$ cat src/rrsr_pkg.sv
// shared constants and types for refresh-rate and self refresh control
package rrsr_pkg;
   localparam int CLK_PERIOD_NS = 50;
   localparam int CNT_W = 10;

   // least time in ns to whole clock cycles, never under one
   function automatic int ns_to_cyc(input int ns);
      int c;
      c = (ns + CLK_PERIOD_NS - 1) / CLK_PERIOD_NS;
      return (c < 1) ? 1 : c;
   endfunction

   // refresh rate mode field codes (mode register 3, bits 8:6)
   localparam logic [2:0] MODE_FIX1 = 3'h0;
   localparam logic [2:0] MODE_FIX2 = 3'h1;
   localparam logic [2:0] MODE_FIX4 = 3'h2;
   localparam logic [2:0] MODE_OTF12 = 3'h5;
   localparam logic [2:0] MODE_OTF14 = 3'h6;
   localparam int MR3_RATE_LSB = 6;
   localparam int MR4_TCR_BIT = 3;
   localparam int MR4_CAL_BIT = 6;
   localparam int MR4_ABORT_BIT = 9;
   localparam int MR6_VREF_BIT = 7;
   localparam logic [2:0] MR_SEL_3 = 3'h3;
   localparam logic [2:0] MR_SEL_4 = 3'h4;
   localparam logic [2:0] MR_SEL_6 = 3'h6;

   // timing in ns and derived clock counts
   localparam int TRFC1_NS = 350;
   localparam int TRFC2_NS = 260;
   localparam int TRFC4_NS = 160;
   localparam int TXS_EXTRA_NS = 10;
   localparam int TXS_ABORT_NS = 170;
   localparam int TRFC1_CYC = ns_to_cyc(TRFC1_NS);
   localparam int TRFC2_CYC = ns_to_cyc(TRFC2_NS);
   localparam int TRFC4_CYC = ns_to_cyc(TRFC4_NS);
   localparam int TXS_CYC = ns_to_cyc(TRFC1_NS + TXS_EXTRA_NS);
   localparam int TXS_FAST_CYC = ns_to_cyc(TRFC4_NS + TXS_EXTRA_NS);
   localparam int TXS_ABORT_CYC = ns_to_cyc(TXS_ABORT_NS);
   localparam int TCAL_CYC = 3;
   localparam int TCKSRE_CYC = 8;
   localparam int TCKSRX_CYC = 8;
   localparam int TXSDLL_CYC = 512;
   localparam int TCKESR_CYC = 2;
   localparam int SR_IDLE_CYC = TCKSRE_CYC + TCKSRX_CYC;

   // controller register offsets and command codes
   localparam logic [3:0] REG_CFG = 4'h0;
   localparam logic [3:0] REG_CMD = 4'h4;
   localparam logic [3:0] REG_STAT = 4'h8;
   localparam logic [3:0] REG_ERR = 4'hc;
   localparam logic [2:0] CMD_REF_NORM = 3'h1;
   localparam logic [2:0] CMD_REF_FAST = 3'h2;
   localparam logic [2:0] CMD_MRS = 3'h3;
   localparam logic [2:0] CMD_SRE = 3'h4;
   localparam logic [2:0] CMD_SRX = 3'h5;
   localparam logic [7:0] CFG_RESET = 8'h00;

   typedef enum logic [1:0] {
      RRSR_IDLE = 2'b00,
      RRSR_MRS = 2'b01,
      RRSR_SELF = 2'b10
   } rrsr_state_type;

   // 0 normal, 1 double, 2 quad
   function automatic logic [1:0] rate_of(input logic [2:0] mode);
      case (mode)
         MODE_FIX2, MODE_OTF12: rate_of = 2'h1;
         MODE_FIX4, MODE_OTF14: rate_of = 2'h2;
         default: rate_of = 2'h0;
      endcase
   endfunction
endpackage

$ cat src/rrsr_if.sv
// command bus between memory controller and memory device
`timescale 1ns/1ps
interface rrsr_if;
   logic cke;
   logic cs_n;
   logic act_n;
   logic ras_n;
   logic cas_n;
   logic we_n;
   logic bg0;
   logic [2:0] mr_sel;
   logic [13:0] addr;
   logic odt;
   modport ctl (output cke, cs_n, act_n, ras_n, cas_n, we_n, bg0, mr_sel, addr, odt);
   modport dev (input cke, cs_n, act_n, ras_n, cas_n, we_n, bg0, mr_sel, addr, odt);
endinterface

$ cat src/rrsr_ctl.sv
// memory controller end: refresh sequencing, rate changes, self refresh
`timescale 1ns/1ps
// Notes on behaviour
// - each refresh waits its own rate's cycle time
// - rate change needs whole pairs or quads
// - normal refresh between high rates needs multiples
// - same-rate fixed/otf switch is no change
// - temperature refresh only with fixed normal mode
// - device takes self refresh entry any count
// - odd double count owes extra refreshes
// - quad count not a multiple of four owes extras
// - entry: select, row, column low, cke falls
// - enter self refresh only when idle
// - cke held low during self refresh
// - termination and dll off in self refresh
// - reference bit picks write wait after exit
// - device refreshes internally, gates its clock
// - stay in self refresh minimum time
// - exit with cke rise and deselect; wait
// - calibration and some mode writes after fast
// - reads and writes wait dll lock time
// - deselect throughout exit, termination off
// - refresh needed before self refresh reentry
// - latency mode adds to exit delays
// - abort bit shortens exit wait
// - mode field and bank bit select rate
module rrsr_ctl (
   // clock and reset
   input wire logic CORE_CLK,
   input wire logic RST_B,
   // register port
   input wire logic [3:0] REG_ADDR,
   input wire logic [31:0] REG_WDATA,
   input wire logic REG_WR,
   input wire logic REG_RD,
   output logic [31:0] REG_RDATA,
   // command bus
   rrsr_if.ctl BUS
);
   import rrsr_pkg::*;
   rrsr_state_type state_ff, nxt_state;
   logic [7:0] cfg_ff;
   logic [2:0] mode_ff;
   logic [1:0] step_ff;
   logic [CNT_W-1:0] busy_ff, sr_cnt_ff, exit_cnt_ff;
   logic [7:0] hi_cnt_ff;
   logic [2:0] owed_ff;
   logic ref_done_ff, exited_ff;
   logic [3:0] err_ff;
   logic cmd_wr;
   logic [2:0] cmd;
   logic hi_whole, busy, ok_ref_n, ok_ref_f, ok_mrs, ok_sre, ok_srx, refused;
   logic [CNT_W-1:0] xs_cyc;
   logic [1:0] cur_rate, cfg_rate;

   assign cmd_wr = REG_WR && (REG_ADDR == REG_CMD);
   assign cmd = REG_WDATA[2:0];
   assign busy = (busy_ff != '0);
   assign cur_rate = rate_of(mode_ff);
   assign cfg_rate = rate_of(cfg_ff[2:0]);
   // whole pairs for double rate, whole quads for quad rate
   assign hi_whole = (cur_rate == 2'h1) ? !hi_cnt_ff[0] :
                     (cur_rate == 2'h2) ? (hi_cnt_ff[1:0] == 2'h0) : 1'b1;
   // legality of each order
   assign ok_ref_n = (state_ff == RRSR_IDLE) && !busy && (!mode_ff[2] || hi_whole || owed_ff != '0) &&
                     (cur_rate == 2'h0 || mode_ff[2]);
   assign ok_ref_f = (state_ff == RRSR_IDLE) && !busy && (cur_rate != 2'h0);
   assign ok_mrs = (state_ff == RRSR_IDLE) && !busy && (cfg_rate == cur_rate || hi_whole)
                   && !(cfg_ff[3] && cfg_ff[2:0] != MODE_FIX1);
   assign ok_sre = (state_ff == RRSR_IDLE) && !busy && (!exited_ff || ref_done_ff);
   assign ok_srx = (state_ff == RRSR_SELF) && (sr_cnt_ff >= CNT_W'(TCKESR_CYC)) &&
                   (sr_cnt_ff >= CNT_W'(SR_IDLE_CYC));
   assign refused = cmd_wr && !((cmd == CMD_REF_NORM && ok_ref_n) || (cmd == CMD_REF_FAST && ok_ref_f) ||
                    (cmd == CMD_MRS && ok_mrs) || (cmd == CMD_SRE && ok_sre) || (cmd == CMD_SRX && ok_srx));
   // exit wait, abort-shortened, plus latency mode
   assign xs_cyc = (cfg_ff[4] ? CNT_W'(TXS_ABORT_CYC) : CNT_W'(TXS_CYC)) +
                   (cfg_ff[6] ? CNT_W'(TCAL_CYC) : CNT_W'(0));

   // configuration register
   always_ff @(posedge CORE_CLK) begin
      if (!RST_B) cfg_ff <= CFG_RESET;
      else if (REG_WR && REG_ADDR == REG_CFG) cfg_ff <= REG_WDATA[7:0];
   end

   // sequencer state
   always_comb begin
      nxt_state = state_ff;
      case (state_ff)
         RRSR_IDLE: begin
            if (cmd_wr && !refused && cmd == CMD_MRS) nxt_state = RRSR_MRS;
            else if (cmd_wr && !refused && cmd == CMD_SRE) nxt_state = RRSR_SELF;
         end
         RRSR_MRS: if (step_ff == 2'h2) nxt_state = RRSR_IDLE;
         RRSR_SELF: if (cmd_wr && !refused && cmd == CMD_SRX) nxt_state = RRSR_IDLE;
         default: nxt_state = RRSR_IDLE;
      endcase
   end

   always_ff @(posedge CORE_CLK) begin
      if (!RST_B) state_ff <= RRSR_IDLE;
      else state_ff <= nxt_state;
   end

   // mode-register write step: tcr register first, then rate, then reference
   always_ff @(posedge CORE_CLK) begin
      if (!RST_B) step_ff <= 2'h0;
      else if (state_ff == RRSR_MRS) step_ff <= step_ff + 2'h1;
      else step_ff <= 2'h0;
   end

   // rate mode the device now holds
   always_ff @(posedge CORE_CLK) begin
      if (!RST_B) mode_ff <= MODE_FIX1;
      else if (state_ff == RRSR_MRS && step_ff == 2'h1) mode_ff <= cfg_ff[2:0];
   end

   // command spacing timer
   always_ff @(posedge CORE_CLK) begin
      if (!RST_B) busy_ff <= '0;
      else if (cmd_wr && !refused && cmd == CMD_REF_NORM) busy_ff <= CNT_W'(TRFC1_CYC);
      else if (cmd_wr && !refused && cmd == CMD_REF_FAST)
         busy_ff <= (cur_rate == 2'h1) ? CNT_W'(TRFC2_CYC) : CNT_W'(TRFC4_CYC);
      else if (cmd_wr && !refused && cmd == CMD_SRX) busy_ff <= xs_cyc;
      else if (state_ff == RRSR_MRS) busy_ff <= CNT_W'(1);
      else if (busy) busy_ff <= busy_ff - CNT_W'(1);
   end

   // time in self refresh and time since exit
   always_ff @(posedge CORE_CLK) begin
      if (!RST_B) begin
         sr_cnt_ff <= '0;
         exit_cnt_ff <= CNT_W'(TXSDLL_CYC);
      end else begin
         if (state_ff != RRSR_SELF) sr_cnt_ff <= '0;
         else if (sr_cnt_ff != '1) sr_cnt_ff <= sr_cnt_ff + CNT_W'(1);
         if (cmd_wr && !refused && cmd == CMD_SRX) exit_cnt_ff <= '0;
         else if (exit_cnt_ff < CNT_W'(TXSDLL_CYC)) exit_cnt_ff <= exit_cnt_ff + CNT_W'(1);
      end
   end

   // high-rate count, owed extras and re-entry permission
   always_ff @(posedge CORE_CLK) begin
      if (!RST_B) begin
         hi_cnt_ff <= 8'h00;
         owed_ff <= 3'h0;
         ref_done_ff <= 1'b0;
         exited_ff <= 1'b0;
      end else if (cmd_wr && !refused) begin
         case (cmd)
            CMD_REF_NORM: begin
               hi_cnt_ff <= 8'h00;
               owed_ff <= 3'h0;
               ref_done_ff <= 1'b1;
            end
            CMD_REF_FAST: begin
               if (owed_ff != 3'h0) owed_ff <= owed_ff - 3'h1; // extras not counted
               else hi_cnt_ff <= hi_cnt_ff + 8'h01;
               ref_done_ff <= 1'b1;
            end
            CMD_MRS: if (cfg_rate != cur_rate) hi_cnt_ff <= 8'h00;
            CMD_SRX: begin
               hi_cnt_ff <= 8'h00;
               owed_ff <= hi_whole ? 3'h0 : ((cur_rate == 2'h1) ? 3'h2 : 3'h4);
               ref_done_ff <= 1'b0;
               exited_ff <= 1'b1;
            end
            default: hi_cnt_ff <= hi_cnt_ff;
         endcase
      end
   end

   // command bus drive; deselect whenever no command
   always_ff @(posedge CORE_CLK) begin
      if (!RST_B) begin
         BUS.cke <= 1'b0;
         {BUS.cs_n, BUS.act_n, BUS.ras_n, BUS.cas_n, BUS.we_n} <= 5'h1f;
         BUS.bg0 <= 1'b0;
         BUS.mr_sel <= 3'h0;
         BUS.addr <= 14'h0000;
         BUS.odt <= 1'b0;
      end else begin
         BUS.cke <= !(state_ff == RRSR_SELF || nxt_state == RRSR_SELF);
         BUS.odt <= cfg_ff[7] && state_ff != RRSR_SELF && nxt_state != RRSR_SELF &&
                    exit_cnt_ff >= CNT_W'(TXSDLL_CYC) && !(cmd_wr && cmd == CMD_SRX);
         {BUS.cs_n, BUS.act_n, BUS.ras_n, BUS.cas_n, BUS.we_n} <= 5'h1f;
         BUS.bg0 <= 1'b0;
         if (cmd_wr && !refused && (cmd == CMD_REF_NORM || cmd == CMD_REF_FAST || cmd == CMD_SRE)) begin
            {BUS.cs_n, BUS.act_n, BUS.ras_n, BUS.cas_n, BUS.we_n} <= 5'h09;
            BUS.bg0 <= (cmd == CMD_REF_FAST);
         end else if (state_ff == RRSR_MRS) begin
            {BUS.cs_n, BUS.act_n, BUS.ras_n, BUS.cas_n, BUS.we_n} <= 5'h08;
            BUS.addr <= 14'h0000;
            case (step_ff)
               2'h0: begin
                  BUS.mr_sel <= MR_SEL_4; // tcr goes off before rate moves
                  BUS.addr[MR4_TCR_BIT] <= cfg_ff[3];
                  BUS.addr[MR4_CAL_BIT] <= cfg_ff[6];
                  BUS.addr[MR4_ABORT_BIT] <= cfg_ff[4];
               end
               2'h1: begin
                  BUS.mr_sel <= MR_SEL_3;
                  BUS.addr[MR3_RATE_LSB+2:MR3_RATE_LSB] <= cfg_ff[2:0];
               end
               default: begin
                  BUS.mr_sel <= MR_SEL_6;
                  BUS.addr[MR6_VREF_BIT] <= cfg_ff[5];
               end
            endcase
         end
      end
   end

   // sticky refusal flags, set wins over write-one clear
   always_ff @(posedge CORE_CLK) begin
      if (!RST_B) err_ff <= 4'h0;
      else err_ff <= (err_ff & ~((REG_WR && REG_ADDR == REG_ERR) ? REG_WDATA[3:0] : 4'h0)) |
                     {refused && cmd == CMD_SRE, refused && cmd == CMD_MRS,
                      refused && (cmd == CMD_REF_NORM || cmd == CMD_REF_FAST), refused && cmd == CMD_SRX};
   end

   // read data, one cycle after the strobe
   always_ff @(posedge CORE_CLK) begin
      if (!RST_B) REG_RDATA <= 32'h0000_0000;
      else if (REG_RD) begin
         case (REG_ADDR)
            REG_CFG: REG_RDATA <= {24'h000000, cfg_ff};
            REG_STAT: REG_RDATA <= {8'h00, hi_cnt_ff, 1'b0, owed_ff, 1'b0, mode_ff,
                                    exit_cnt_ff >= CNT_W'(TXSDLL_CYC),
                                    exit_cnt_ff >= (cfg_ff[5] ? CNT_W'(TXS_CYC) : CNT_W'(TXSDLL_CYC)),
                                    exit_cnt_ff >= CNT_W'(TXS_FAST_CYC) + (cfg_ff[6] ? CNT_W'(TCAL_CYC)
                                                                          : CNT_W'(0)),
                                    ref_done_ff, busy, state_ff, 1'b0};
            REG_ERR: REG_RDATA <= {28'h0000000, err_ff};
            default: REG_RDATA <= 32'h0000_0000;
         endcase
      end else REG_RDATA <= 32'h0000_0000;
   end
endmodule

$ cat src/flat_wrapper.sv
// flat-port wrapper written by rule: the top's interface ports become plain ports
module rrsr_ctl_flat import rrsr_pkg::*;
  (CORE_CLK, RST_B, REG_ADDR, REG_WDATA, REG_WR, REG_RD, REG_RDATA, BUS_cke, BUS_cs_n, BUS_act_n, BUS_ras_n, BUS_cas_n, BUS_we_n, BUS_bg0, BUS_mr_sel, BUS_addr, BUS_odt);
  rrsr_if BUS_i ();
  input wire logic CORE_CLK;
  input wire logic RST_B;
  input wire logic [3:0] REG_ADDR;
  input wire logic [31:0] REG_WDATA;
  input wire logic REG_WR;
  input wire logic REG_RD;
  output logic [31:0] REG_RDATA;
  output wire logic [$bits(BUS_i.cke)-1:0] BUS_cke;
  output wire logic [$bits(BUS_i.cs_n)-1:0] BUS_cs_n;
  output wire logic [$bits(BUS_i.act_n)-1:0] BUS_act_n;
  output wire logic [$bits(BUS_i.ras_n)-1:0] BUS_ras_n;
  output wire logic [$bits(BUS_i.cas_n)-1:0] BUS_cas_n;
  output wire logic [$bits(BUS_i.we_n)-1:0] BUS_we_n;
  output wire logic [$bits(BUS_i.bg0)-1:0] BUS_bg0;
  output wire logic [$bits(BUS_i.mr_sel)-1:0] BUS_mr_sel;
  output wire logic [$bits(BUS_i.addr)-1:0] BUS_addr;
  output wire logic [$bits(BUS_i.odt)-1:0] BUS_odt;
  assign BUS_cke = BUS_i.cke;
  assign BUS_cs_n = BUS_i.cs_n;
  assign BUS_act_n = BUS_i.act_n;
  assign BUS_ras_n = BUS_i.ras_n;
  assign BUS_cas_n = BUS_i.cas_n;
  assign BUS_we_n = BUS_i.we_n;
  assign BUS_bg0 = BUS_i.bg0;
  assign BUS_mr_sel = BUS_i.mr_sel;
  assign BUS_addr = BUS_i.addr;
  assign BUS_odt = BUS_i.odt;
  rrsr_ctl u_core (.CORE_CLK(CORE_CLK), .RST_B(RST_B), .REG_ADDR(REG_ADDR), .REG_WDATA(REG_WDATA), .REG_WR(REG_WR), .REG_RD(REG_RD), .REG_RDATA(REG_RDATA), .BUS(BUS_i));
endmodule
$ cat config.mk
export PLATFORM = sky130hd
export DESIGN_NAME = rrsr_ctl_flat
export DESIGN_NICKNAME = d
export VERILOG_FILES = /design/src/rrsr_pkg.sv /design/src/rrsr_if.sv /design/src/rrsr_ctl.sv /design/src/flat_wrapper.sv
export SDC_FILE = /design/constraint.sdc
export NUM_CORES = 1
export LEC_CHECK = 0
export ABC_AREA = 1
export BUFFER_PORTS_ARGS = -buffer_cell sky130_fd_sc_hd__buf_2
export CAP_MARGIN = 20
export CORE_ASPECT_RATIO = 1.25
export CORE_MARGIN = 3
export CORE_UTILIZATION = 55
export CTS_CLUSTER_DIAMETER = 60
export CTS_CLUSTER_SIZE = 24
export DETAILED_ROUTE_END_ITERATION = 12
export PLACE_DENSITY = 0.8
export SETUP_SLACK_MARGIN = 0.2
export SKIP_LAST_GASP = 1
export SLEW_MARGIN = 10
export SYNTH_ARGS = -nofsm -noshare
export SYNTH_HDL_FRONTEND = slang
export SYNTH_SLANG_ARGS = --single-unit
$ cat constraint.sdc
create_clock -name CORE_CLK -period 2.2 [get_ports CORE_CLK]
set_clock_uncertainty 0.1 [all_clocks]
set_input_delay 0.33 -clock CORE_CLK [delete_from_list [all_inputs] [get_ports CORE_CLK]]
set_output_delay 0.33 -clock CORE_CLK [all_outputs]
set_load 0.01 [all_outputs]
==> results_dict.tcl <==
set metrics [dict create \
    vias 4549 \
    synth_xor_area_share_pct 3.88 \
    synth_top_area_cell "dfxtp_1" \
    synth_ff_type "dfxtp_1" \
    synth-edff-count 0 \
    ant_nets 0 \
    startpoint_type "flip-flop" \
    dr.pass1.iters 5 \
    synth_area_sq_mm 0.00474 \
    grt_pass1_vias 4263 \
    cp.required_ns 2.37 \
    synth_seq_area_share_pct 40.9 \
    cts_made_buffers 9 \
    synth-warning-count 0 \
    synth_area_per_cell_sq_um 7.51 \
    yosysMostFrequentCell "nand2_1" \
    die-area_sq_mm 0.00978 \
    start_util_pct 56.9 \
    synth.area.mux_share_pct 0 \
    grt_usage_pct 25.2 \
    die_h_um 110 \
    pin_count 97 \
    critical_path_arrival_ns 2.25 \
    cts.sinks 97 \
    crit_fanout 7 \
    fmax_mhz 481 \
    io_buffers 52 \
    endpoint_kind "flip-flop" \
    synth_commonest_cells "nand2_1 (100), dfxtp_1 (97), inv_1 (97)" \
    antenna_found_initial 0 \
    power_leakage_uw 0.00258 \
    fp.coreArea_sq_mm 0.00833 \
    cts_tree "yes" \
    clockRootBuffer "clkbuf_8" \
    insertedDiodeCount 0 \
    yosys.area.top_type_share_pct 40.9 \
    gp_congestion 0.957 \
    p_per_area_mw_per_mm2 716 \
    async_flop_share_pct 0 \
    viasPerCell 5.49 \
    postPlaceCellArea_sq_mm 0.00519 \
    drv_slew 0 \
    row_count 37 \
    rsz0062_at_grt "yes" \
    post-route-period-util_pct 94.5 \
    syn_to_final_growth_pct 25.3 \
    synth_area_leaders "dfxtp_1 (41%), nand2_1 (7.9%), inv_1 (7.7%)" \
    synth-seq-cells 97 \
    design_area_sq_mm 0.00595 \
    min_path_type "in -> reg" \
    synth_compound_area_share_pct 11.1 \
    synth_cells 632 \
    synth_fa_ha_area_share_pct 5.01 \
    clkSlewWorstSetupHoldPaths_ns 0.09 \
    hold_viol 0 \
    grt_pass1_wl_um 19100 \
    clk_latency_ns 0.37 \
    synth_top_family_by_area "simple AND/OR/NAND/NOR gates" \
    overflow 0 \
    hold-worst-slack_ns 0.134 \
    status "finished, final reports clean" \
    worstSetupPathType "reg -> reg" \
    h-tree-depth 3 \
    maxCapViolations 0 \
    drc 0 \
    drt_iter0_markers 294 \
    fin_crit_ns 2.08 \
    tightest_slew_ns 0.587 \
    fp.dieW_um 89.1 \
    yosys.area_share.simple_pct 26.6 \
    finalNetCount 785 \
    routed_wl_um 12500 \
    wl_per_cell_um 15.1 \
    vdd_drop_max_uv 748 \
    hpwl_um 8410 \
    relSlewSlack_pct 60.5 \
    clock_path_buffers 2 \
    grt_max_degree 24 \
    synth_cell_type_count 41 \
    finalSetupViolations 0 \
    drive_gt1_share_pct 28.3 \
]
==> metrics by stage <==
step	power, uW	instances	utilization (%)	setup WS (ns)	setup TNS (ns)
6_report	4260	828	71.4	0.122	0
5_1_grt	4450	828	71.4	-0.00373	-0.00870
4_1_cts	4170	822	68.1	0.177	0
3_5_place_dp	2800	795	62.3	-0.00429	-0.00429
3_3_place_gp	2780	795	62.3	0.0869	0
2_1_floorplan	2610	650	-	0.268	0
==> routing by layer <==
layer | share of wire [%] | routed length (um) | global-route usage [%] | vias to the layer above
li1 | - | - | - | 2217
met1 | 40 | 5050 | 29.1 | 2123
met2 | 52 | 6480 | 43.1 | 170
met3 | 4.8 | 595 | 4.80 | 39
met4 | 3.0 | 372 | 14.4 | 0
met5 | 0 | 0 | 0 | -
==> logic make-up after synthesis <==
kind of cell,after synthesis
and+or+nand+nor,264
buffers and inverters,132
AOI/OAI and AO/OA,97
DFF,97
xor gates and xnor gates,21
adders and majority gates,19
other,2
==> layout by cell type (no fill, tap or decap), types with 7 or more instances in the layout <==
master	netlist	routed
nand2_1	100	88
dfxtp_1	97	88
inv_1	97	83
buf_2	1	52
a21oi_1	48	40
nor2_1	41	35
nand3_1	39	33
buf_4	22	33
nor3_1	37	31
o21ai_0	30	27
conb_1	2	20
xor2_1	18	18
ha_1	19	16
inv_2	2	15
nand4_1	14	14
clkbuf_8	0	12
buf_6	0	11
nor2_4	3	10
nand2_2	6	10
nand2_4	2	9
a21oi_2	0	8
dfxtp_2	0	8
nor4_1	8	7
==> power by group <==
group	total, uW	internal [uW]	leakage (uW)	switching [uW]
Combinational	1090	444	0.00168	642
Sequential	1930	1840	0.000788	83.6
Clock	1240	620	0.000113	623
Total	4260	2910	0.00258	1350
==> worst max-delay path, stage by stage, from the launching register on <==
cell	delay [ns]
dfxtp_2	0.34
inv_2	0.07
ha_4	0.15
inv_4	0.04
nor2_4	0.11
nand2_2	0.06
a21oi_2	0.11
nor2_1	0.05
nor2_1	0.08
nand2_1	0.06
nand2_2	0.09
nand2_4	0.12
nand2_4	0.12
inv_8	0.06
buf_6	0.12
nand3_4	0.06
nand4_1	0.10
nand3_1	0.10
inv_1	0.04
==> path summary, 6_finish.rpt <==
path	from	end	slack [ns]	depth (start not counted)
max	u_core.owed_ff[0]	u_core.busy_ff[2]	0.12	18
max reg2reg	u_core.owed_ff[0]	u_core.busy_ff[2]	0.12	18
min reg2reg	u_core.BUS.addr[8]	u_core.BUS.addr[8]	0.37	2
min	REG_WDATA[5]	u_core.cfg_ff[5]	0.13	3
==> state kept, by name, summed over array words and instances (netlist names) <==
name	count
u_core.BUS.mr_sel	3
u_core.sr_cnt_ff	10
u_core.cfg_ff	8
u_core.BUS.addr	5
u_core.BUS.we_n	1
u_core.REG_RDATA	22
u_core.ref_done_ff	1
u_core.hi_cnt_ff	8
u_core.BUS.cke	1
u_core.exit_cnt_ff	10
u_core.state_ff	2
u_core.mode_ff	3
u_core.exited_ff	1
u_core.step_ff	2
u_core.busy_ff	10
u_core.BUS.cs_n	1
u_core.err_ff	4
u_core.BUS.odt	1
u_core.BUS.bg0	1
u_core.owed_ff	3
==> layout make-up <==
type                    count  area (sq um)
multi-input cells         421          2630
inverters                 101           389
flip-flops and latches     97          1960
fillers                   626          2390
repair buffers             96           632
clock inverters             4          48.8
clock buffers              12           165
well taps                  97           121
==> repair_timing <==
item,in CTS,in global routing
pin swaps,15,18
gates cloned,0,1
hold endpoints to repair,0,0
resized for setup,55,62
endpoints found under the setup margin,32,43
setup buffers,11,5
hold buffers,0,0
(Power assumes the default switching activity.)
